--- src/verilog/omc_pkg.sv ---
// Shared types and constants of the operating mode controller.
// Assumes a single 20 MHz system clock; no software registers.
package omc_pkg;
   // -----------------------------------------------------------------
   // Operating modes
   // -----------------------------------------------------------------
   // Gray codes along not-powered, off, active, connected, sleep
   typedef enum logic [2:0] {
      OMC_NOPWR = 3'h0,
      OMC_OFF   = 3'h1,
      OMC_ACT   = 3'h3,
      OMC_CONN  = 3'h2,
      OMC_SLEEP = 3'h6
   } omc_mode_t;

   // -----------------------------------------------------------------
   // Request, event and enable carriers
   // -----------------------------------------------------------------
   // Host side, one-cycle pulses except the levels noted
   typedef struct packed {
      logic power_on;        // Power-on input edge, already cleaned
      logic switch_off;      // Switch-off command pulse
      logic ps_cfg;          // Power-saving configuration command pulse
      logic ps_cfg_en;       // Enable value carried by that command
   } omc_host_t;

   // Radio side and timer events, one-cycle pulses
   typedef struct packed {
      logic conn_start;      // Data connection initiated or needed
      logic conn_end;        // Connection terminated or suspended
      logic active_tmo;      // Active timer expired
      logic periodic_tmo;    // Periodic update timer expired
   } omc_radio_t;

   // Enables seen by the rest of the device
   typedef struct packed {
      logic app_if_en;       // Application interfaces reachable
      logic radio_en;        // Radio section powered
      logic fast_ref_en;     // 19.2 MHz core reference running
      logic slow_ref_en;     // 32 kHz reference running
   } omc_en_t;

   // -----------------------------------------------------------------
   // Pin synchroniser and power-saving reset value
   // -----------------------------------------------------------------
   localparam int OMC_SYNC_STAGES = 3;
   localparam logic OMC_PS_RESET = 1'b0; // Power saving off after reset
endpackage
--- src/verilog/omc_mode_ctrl.sv ---
// Operating mode state machine of the modem power sequencer.
// Assumes host commands and radio events arrive as one-cycle pulses on
// sys_clk_i; power-on pin and supply-good come from pins.
`timescale 1ns/100ps
module omc_mode_ctrl (
   input wire logic sys_clk_i,
   input wire logic resetn_i,
   input wire logic supply_good_i,          // Main supply pin, high = ok
   input wire logic power_on_input_i,       // Power-on pin, high = press
   input wire omc_pkg::omc_host_t host_i,   // Host command pulses
   input wire omc_pkg::omc_radio_t radio_i, // Radio and timer pulses
   output omc_pkg::omc_mode_t mode_o,       // Present operating mode
   output omc_pkg::omc_en_t en_o,           // Clock and domain enables
   output logic ps_enabled_o                // Power saving configured
);
   // -----------------------------------------------------------------
   // Pin synchronisers
   // -----------------------------------------------------------------
   logic supply_lvl;    // Clean supply level
   logic pwr_rise;      // Power-on press, one cycle

   omc_pin_sync u_supply_sync (
      .sys_clk_i(sys_clk_i),
      .resetn_i(resetn_i),
      .pin_i(supply_good_i),
      .level_o(supply_lvl),
      .rise_o()
   );

   omc_pin_sync u_pwr_sync (
      .sys_clk_i(sys_clk_i),
      .resetn_i(resetn_i),
      .pin_i(power_on_input_i),
      .level_o(),
      .rise_o(pwr_rise)
   );

   // -----------------------------------------------------------------
   // State
   // -----------------------------------------------------------------
   omc_pkg::omc_mode_t mode_q;   // Present mode
   omc_pkg::omc_mode_t mode_d;
   logic ps_q;                   // Power saving configuration
   logic ps_d;
   logic pend_conn_q;            // Radio need pending across wake-up
   logic pend_conn_d;
   omc_pkg::omc_en_t en_q;       // Registered enables
   omc_pkg::omc_en_t en_d;
   logic power_on;               // Pin press or host-side pulse

   assign power_on = pwr_rise | host_i.power_on;

   // Next mode, flags and enables
   always_comb begin
      mode_d = mode_q;
      ps_d = ps_q;
      pend_conn_d = pend_conn_q;
      if (host_i.ps_cfg) begin
         ps_d = host_i.ps_cfg_en;
      end
      if (!supply_lvl) begin
         mode_d = omc_pkg::OMC_NOPWR;
         pend_conn_d = 1'b0;
      end else begin
         unique case (mode_q)
            omc_pkg::OMC_NOPWR: begin
               mode_d = omc_pkg::OMC_OFF;
            end
            omc_pkg::OMC_OFF: begin
               if (power_on) begin
                  mode_d = omc_pkg::OMC_ACT;
               end
            end
            omc_pkg::OMC_ACT: begin
               // switch-off first, it outranks radio events
               if (host_i.switch_off || power_on) begin
                  mode_d = omc_pkg::OMC_OFF;
                  pend_conn_d = 1'b0;
               end else if (radio_i.conn_start || pend_conn_q) begin
                  mode_d = omc_pkg::OMC_CONN;
                  pend_conn_d = 1'b0;
               end else if (ps_q && radio_i.active_tmo) begin
                  mode_d = omc_pkg::OMC_SLEEP;
               end
            end
            omc_pkg::OMC_CONN: begin
               if (radio_i.conn_end) begin
                  mode_d = omc_pkg::OMC_ACT;
               end
            end
            omc_pkg::OMC_SLEEP: begin
               if (radio_i.conn_start) begin
                  mode_d = omc_pkg::OMC_ACT;
                  pend_conn_d = 1'b1;
               end else if (radio_i.periodic_tmo || power_on) begin
                  mode_d = omc_pkg::OMC_ACT;
               end
            end
            default: begin
               mode_d = omc_pkg::OMC_NOPWR;
            end
         endcase
      end
      // other events fall through unchanged above
      en_d.fast_ref_en = (mode_d == omc_pkg::OMC_ACT) ||
                         (mode_d == omc_pkg::OMC_CONN);
      en_d.slow_ref_en = (mode_d != omc_pkg::OMC_NOPWR) &&
                         (mode_d != omc_pkg::OMC_OFF);
      en_d.radio_en = (mode_d == omc_pkg::OMC_CONN) ||
                      (mode_d == omc_pkg::OMC_ACT);
      // Interfaces closed in active when power saving is configured
      en_d.app_if_en = ((mode_d == omc_pkg::OMC_ACT) && !ps_d) ||
                       (mode_d == omc_pkg::OMC_CONN);
   end

   // Registers only
   always_ff @(posedge sys_clk_i or negedge resetn_i) begin
      if (!resetn_i) begin
         mode_q <= omc_pkg::OMC_NOPWR;
         ps_q <= omc_pkg::OMC_PS_RESET;
         pend_conn_q <= 1'b0;
         en_q <= '0;
      end else begin
         mode_q <= mode_d;
         ps_q <= ps_d;
         pend_conn_q <= pend_conn_d;
         en_q <= en_d;
      end
   end

   assign mode_o = mode_q;
   assign en_o = en_q;
   assign ps_enabled_o = ps_q;
endmodule

--- src/verilog/omc_pin_sync.sv ---
// Three-stage synchroniser for the power-on and supply-good pins.
// Assumes the pin is asynchronous to sys_clk_i; emits a clean level
// and a one-cycle pulse on each rising change.
`timescale 1ns/100ps
module omc_pin_sync (
   input wire logic sys_clk_i,
   input wire logic resetn_i,
   input wire logic pin_i,
   output logic level_o,
   output logic rise_o
);
   // -----------------------------------------------------------------
   // Stages
   // -----------------------------------------------------------------
   logic [omc_pkg::OMC_SYNC_STAGES-1:0] sync_q; // Stage 0 is metastable
   logic [omc_pkg::OMC_SYNC_STAGES-1:0] sync_d;
   logic level_q;   // Accepted level
   logic level_d;

   // Next values: accept a change only when stages 1 and 2 agree
   always_comb begin
      sync_d = {sync_q[omc_pkg::OMC_SYNC_STAGES-2:0], pin_i};
      level_d = level_q;
      if (sync_q[omc_pkg::OMC_SYNC_STAGES-2] ==
          sync_q[omc_pkg::OMC_SYNC_STAGES-1]) begin
         level_d = sync_q[omc_pkg::OMC_SYNC_STAGES-1];
      end
   end

   // Registers only
   always_ff @(posedge sys_clk_i or negedge resetn_i) begin
      if (!resetn_i) begin
         sync_q <= '0;
         level_q <= 1'b0;
      end else begin
         sync_q <= sync_d;
         level_q <= level_d;
      end
   end

   assign level_o = level_q;
   // Rising edge of the accepted level, stage 0 never looked at
   assign rise_o = level_d & ~level_q;
endmodule

--- config.mk ---
export PLATFORM = sky130hd
export DESIGN_NAME = omc_mode_ctrl
export DESIGN_NICKNAME = d
export VERILOG_FILES = /design/src/verilog/omc_pkg.sv /design/src/verilog/omc_mode_ctrl.sv /design/src/verilog/omc_pin_sync.sv
export SDC_FILE = /design/constraint.sdc
export NUM_CORES = 1
export LEC_CHECK = 0
export ABC_CLOCK_PERIOD_IN_PS = 3790
export BUFFER_PORTS_ARGS = -buffer_cell sky130_fd_sc_hd__buf_2
export CORE_MARGIN = 4
export CORE_UTILIZATION = 45
export CTS_CLUSTER_SIZE = 25
export DETAILED_ROUTE_END_ITERATION = 8
export GPL_TIMING_DRIVEN = 0
export PLACE_DENSITY = 0.75
export SETUP_SLACK_MARGIN = 0.4
export SYNTH_ARGS = -nofsm -noshare
export SYNTH_HDL_FRONTEND = slang
export SYNTH_SLANG_ARGS = --single-unit
export TNS_END_PERCENT = 5
--- constraint.sdc ---
create_clock -name sys_clk_i -period 3.79 [get_ports sys_clk_i]
set_input_delay 1.137 -clock sys_clk_i [delete_from_list [all_inputs] [get_ports sys_clk_i]]
set_output_delay 1.137 -clock sys_clk_i [all_outputs]
set_load 0.02 [all_outputs]
## After elaboration in Yosys (flattened, before gate mapping)

Cells that the tools add are included.

| cells by class | value |
|---|---|
| equality and inequality tests | 12 |
| muxes and demuxes | 16 |
| bitwise logic cells | 3 |
| reduce and logical (&&, ||, !) cells | 12 |

Operators with widths:

| operator | count |
|---|---|
| 2-to-1 mux 3 bit | 8 |
| case mux 3 bit (5 select lines) | 1 |
| equality test 3 x 2 -> 1 bit (second input constant) | 4 |
| 2-to-1 mux 1 bit | 6 |
| inequality test 3 bit (second input constant) | 2 |
| logical OR 1 bit | 5 |
| inequality test 4 bit (second input constant) | 1 |
| equality test 3 x 1 -> 1 bit (second input constant) | 1 |
| equality test 3 bit (second input constant) | 1 |
| logical AND 1 bit | 3 |
| zero test 3 bit | 1 |
| inequality test 3 x 1 -> 1 bit (second input constant) | 1 |
| AND reduction 3 bit | 1 |
| nonzero test 3 bit | 1 |
| equality test 1 bit | 2 |
| case mux 1 bit (2 select lines) | 1 |
| AND 1 bit | 1 |
| zero test 1 bit | 1 |
| NOT 1 bit | 1 |
| OR 1 bit | 1 |

| word-level totals | value |
|---|---|
| register bits | 16 |
| word-level logic and storage cells | 53 |

## Longest topological paths before layout

| depth | value |
|---|---|
| depth after elaboration | 12 |
| depth in mapped cells | 4 |

## Hierarchy

A second synthesis with hierarchy kept.

| unflattened totals | value |
|---|---|
| cells, all modules | 55 |
| area, all modules | 684.4 um^2 |

Modules (own cells, without submodules):

| module | instances | cells an instance | area an instance (um^2) | sequential area each (um^2) |
|---|---|---|---|---|
| omc_mode_ctrl | 1 | 43 | 441.7 | 200.2 |
| omc_pin_sync | 2 | 6 | 121.4 | 100.1 |

## Least setup slack after synthesis

OpenSTA, ideal clock, no wires.

| timing path | value |
|---|---|
| path type | input-to-reg |
| from | in radio_i[1] (netlist name) |
| to | reg en_q, in the netlist en_o[3] |
| arrival | 2284 ps |
| slack | 1395 ps |
| cell stages on the path | 4 |
| buffers on the path | 0 |
| path through | a211oi_1 a2111o_1 a2111o_1 a2111oi_2 |

RTL lines:

| item | RTL line | source |
|---|---|---|
| from (decl) | omc_mode_ctrl.sv:11 | `input wire omc_pkg::omc_radio_t radio_i,` |
| to (signal assigned) | omc_mode_ctrl.sv:127 | `en_q <= en_d;` |
| to (decl) | omc_mode_ctrl.sv:47 | `omc_pkg::omc_en_t en_q;` |

==> metrics.yaml <==
area_delta_synth_final_pct: 22.4
finalSetupViolations: 0
worst_setup_path_end_kind: "flop"
worstSetupPathType: "in -> reg"
slew_headroom_pct: 68.3
diodes: 0
grt_start_max_net_pins: 17
peakVddDrop_v: 0.000284
fin_tns_setup_ps: 0
layout_min_cycle_time_ps: 2400
n_fill_cell: 113
synthArstFlopShare_pct: 100
drive_gt1_share_pct: 34.6
dr.pass1.iters: 4
r2r_cells: 4
synth_cell_types: 24
cts_tree: "yes"
antenna_left: 0
clk_pin_slew_ps: 90
syn_avg_cell_area_sq_um: 12.2
slew_violations: 0
hold_viol_final: 0
cts_num_sinks: 16
min_path_type: "reg -> reg"
required_ps: 3950
synth_top_cell_area_share_pct: 59.8
syn_nets: 67
grtUsageTotal_pct: 15.7
path_max_fanout: 5
cts_buffer_depth: 2
grt_pass1_vias: 495
ctsHoldBuffers: 0
yosys_warnings: 0
layout_commonest_cell: "buf_2"
clock_skew_ps: 3.99
wl_per_cell_um: 14.2
fp.dieArea_sq_um: 2170
min_delay_path_depth: 0
cp-start-kind: "input pin"
ioPinCount: 20
slowest_stage: "nor3_1"
critical_path.max_stage_delay_ps: 430
layout_common_cells: "19 x buf_2, 16 x dfrtp_1, 5 x inv_1"
antenna_found_initial: 0
finalPower_uw: 363
grt_pass1_wl_um: 2240
ys_seq_elements: 16
die_height_um: 46.6
synth_edf_count: 0
cellPowerDensity_nw_per_um2: 443
wl_um: 1320
portBuffers: 19
post-route-util_pct: 60.7
nets: 91
worstPathArrival_ps: 2560
post_cts_buffers: 0
p_leak_uw: 0.000392
synth.area.top_cells: "dfrtp_1 60%, a2111o_1 3.4%, maj3_1 3.0%"
first_iter_violations: 5
clock-root-buffer: "clkbuf_4"
fmax_mhz: 417
yosys.area.top_type: "dfrtp_1"
dp.final_hpwl_um: 1000
grt_setup_unrepaired: "no"
run_status: "complete, no violations"
start_util_pct: 49.6
routabilityCongestion: 0.770
cts_made_buffers: 3
die_x_um: 46.6
ys.flop_type: "dfrtp_1"
gr-total-overflow: 0
htreeDepth: 1
mappedNetlistArea_sq_um: 669
coreArea_sq_um: 1350
post_cts_resized: 0
rows: 13
vias: 501
critical_path.cell_chain: "buf_2 > nor3_1 > a21oi_4 > a2111o_1 > a2111oi_2"
clk_latency_ps: 280
ys_seq_area_share_pct: 59.8
tightest_slew_ps: 472
drv.max_cap_violation_count: 0
period_share_pct: 63.3
vias_per_cell: 5.39
synthCells: 55
drc: 0
## metrics by stage
| step | cell area, sq um | cells | worst slack (ps) | hold slack [ps] |
|---|---|---|---|---|
| after floorplan | 669 | 55 | 1400 | 331 |
| after global placement | 783 | 89 | 1200 | 333 |
| after detailed placement | 783 | 89 | 1090 | 336 |
| after CTS | 820 | 93 | 1400 | 357 |
| after global routing | 820 | 93 | 1310 | 380 |
| final | 820 | 93 | 1390 | 356 |
## logic make-up after synthesis
kind of cell,count (synthesis),share of synthesized area (%)
flip-flops,16,59.8
AO/OA/AOI/OAI,12,16.3
adder cells (fa/ha/maj),2,2.99
AND/OR/NAND/NOR,18,15.3
buffers and inverters,6,3.93
multiplexers,1,1.68
## flip-flops by register name (all words and copies together) (netlist names)
signal and cells:
en_o 3, mode_o 3, u_pwr_sync.sync_q 3, u_supply_sync.sync_q 3, pend_conn_q 1, ps_enabled_o 1, u_pwr_sync.level_o 1, u_supply_sync.level_o 1
## cells in the mapped netlist, types with 2 or more instances
cell / instances
dfrtp_1: 16
inv_1: 5
nor2_1: 4
a2111o_1: 2
a21oi_1: 2
and3b_1: 2
maj3_1: 2
nand2_1: 2
nand3b_1: 2
nor2b_1: 2
nor3_1: 2
o22ai_1: 2
## worst max-delay path: cells and delay by family
family | cells | cell delay (ps)
compound gates | 3 | 870
simple gates | 1 | 430
buf+inv | 1 | 130
## area by class of cell
class	count	area (sq um)	share of cell area, %
buffer	1	7.51	0.916
clock buffer	4	36.3	4.43
inverter	5	18.8	2.29
multi-input combinational	33	243	29.6
sequential	16	400	48.9
tap	15	18.8	2.29
timing repair buffer	19	95.1	11.6
## final timing paths
path / start / to / slack (ps)
max: host_i[3] / en_o[3] / 1390
min: u_pwr_sync.sync_q[0] / u_pwr_sync.sync_q[1] / 360
max reg2reg: u_pwr_sync.sync_q[1] / en_o[3] / 1960
min reg2reg: u_pwr_sync.sync_q[0] / u_pwr_sync.sync_q[1] / 360
max in group asynchronous: resetn_i / u_pwr_sync.level_o / 2800
min in group asynchronous: resetn_i / mode_o[1] / 740
## power breakdown
group	leakage, uW	internal [uW]	switching, uW
clock	0.0000210	58.4	52.2
combinational	0.000172	23.7	35.0
sequential	0.000199	183	10.4
total	0.000392	265	97.6
## metal layers
metal  vias to the layer above  track usage (%)  routed length [um]
li1                        245                -                   -
met1                       237             18.4                 559
met2                        15             24.7                 628
met3                         4             4.69                  96
met4                         0             10.2                  32
met5                         -                0                   0
No activity file was read; power rests on OpenSTA's default activity.
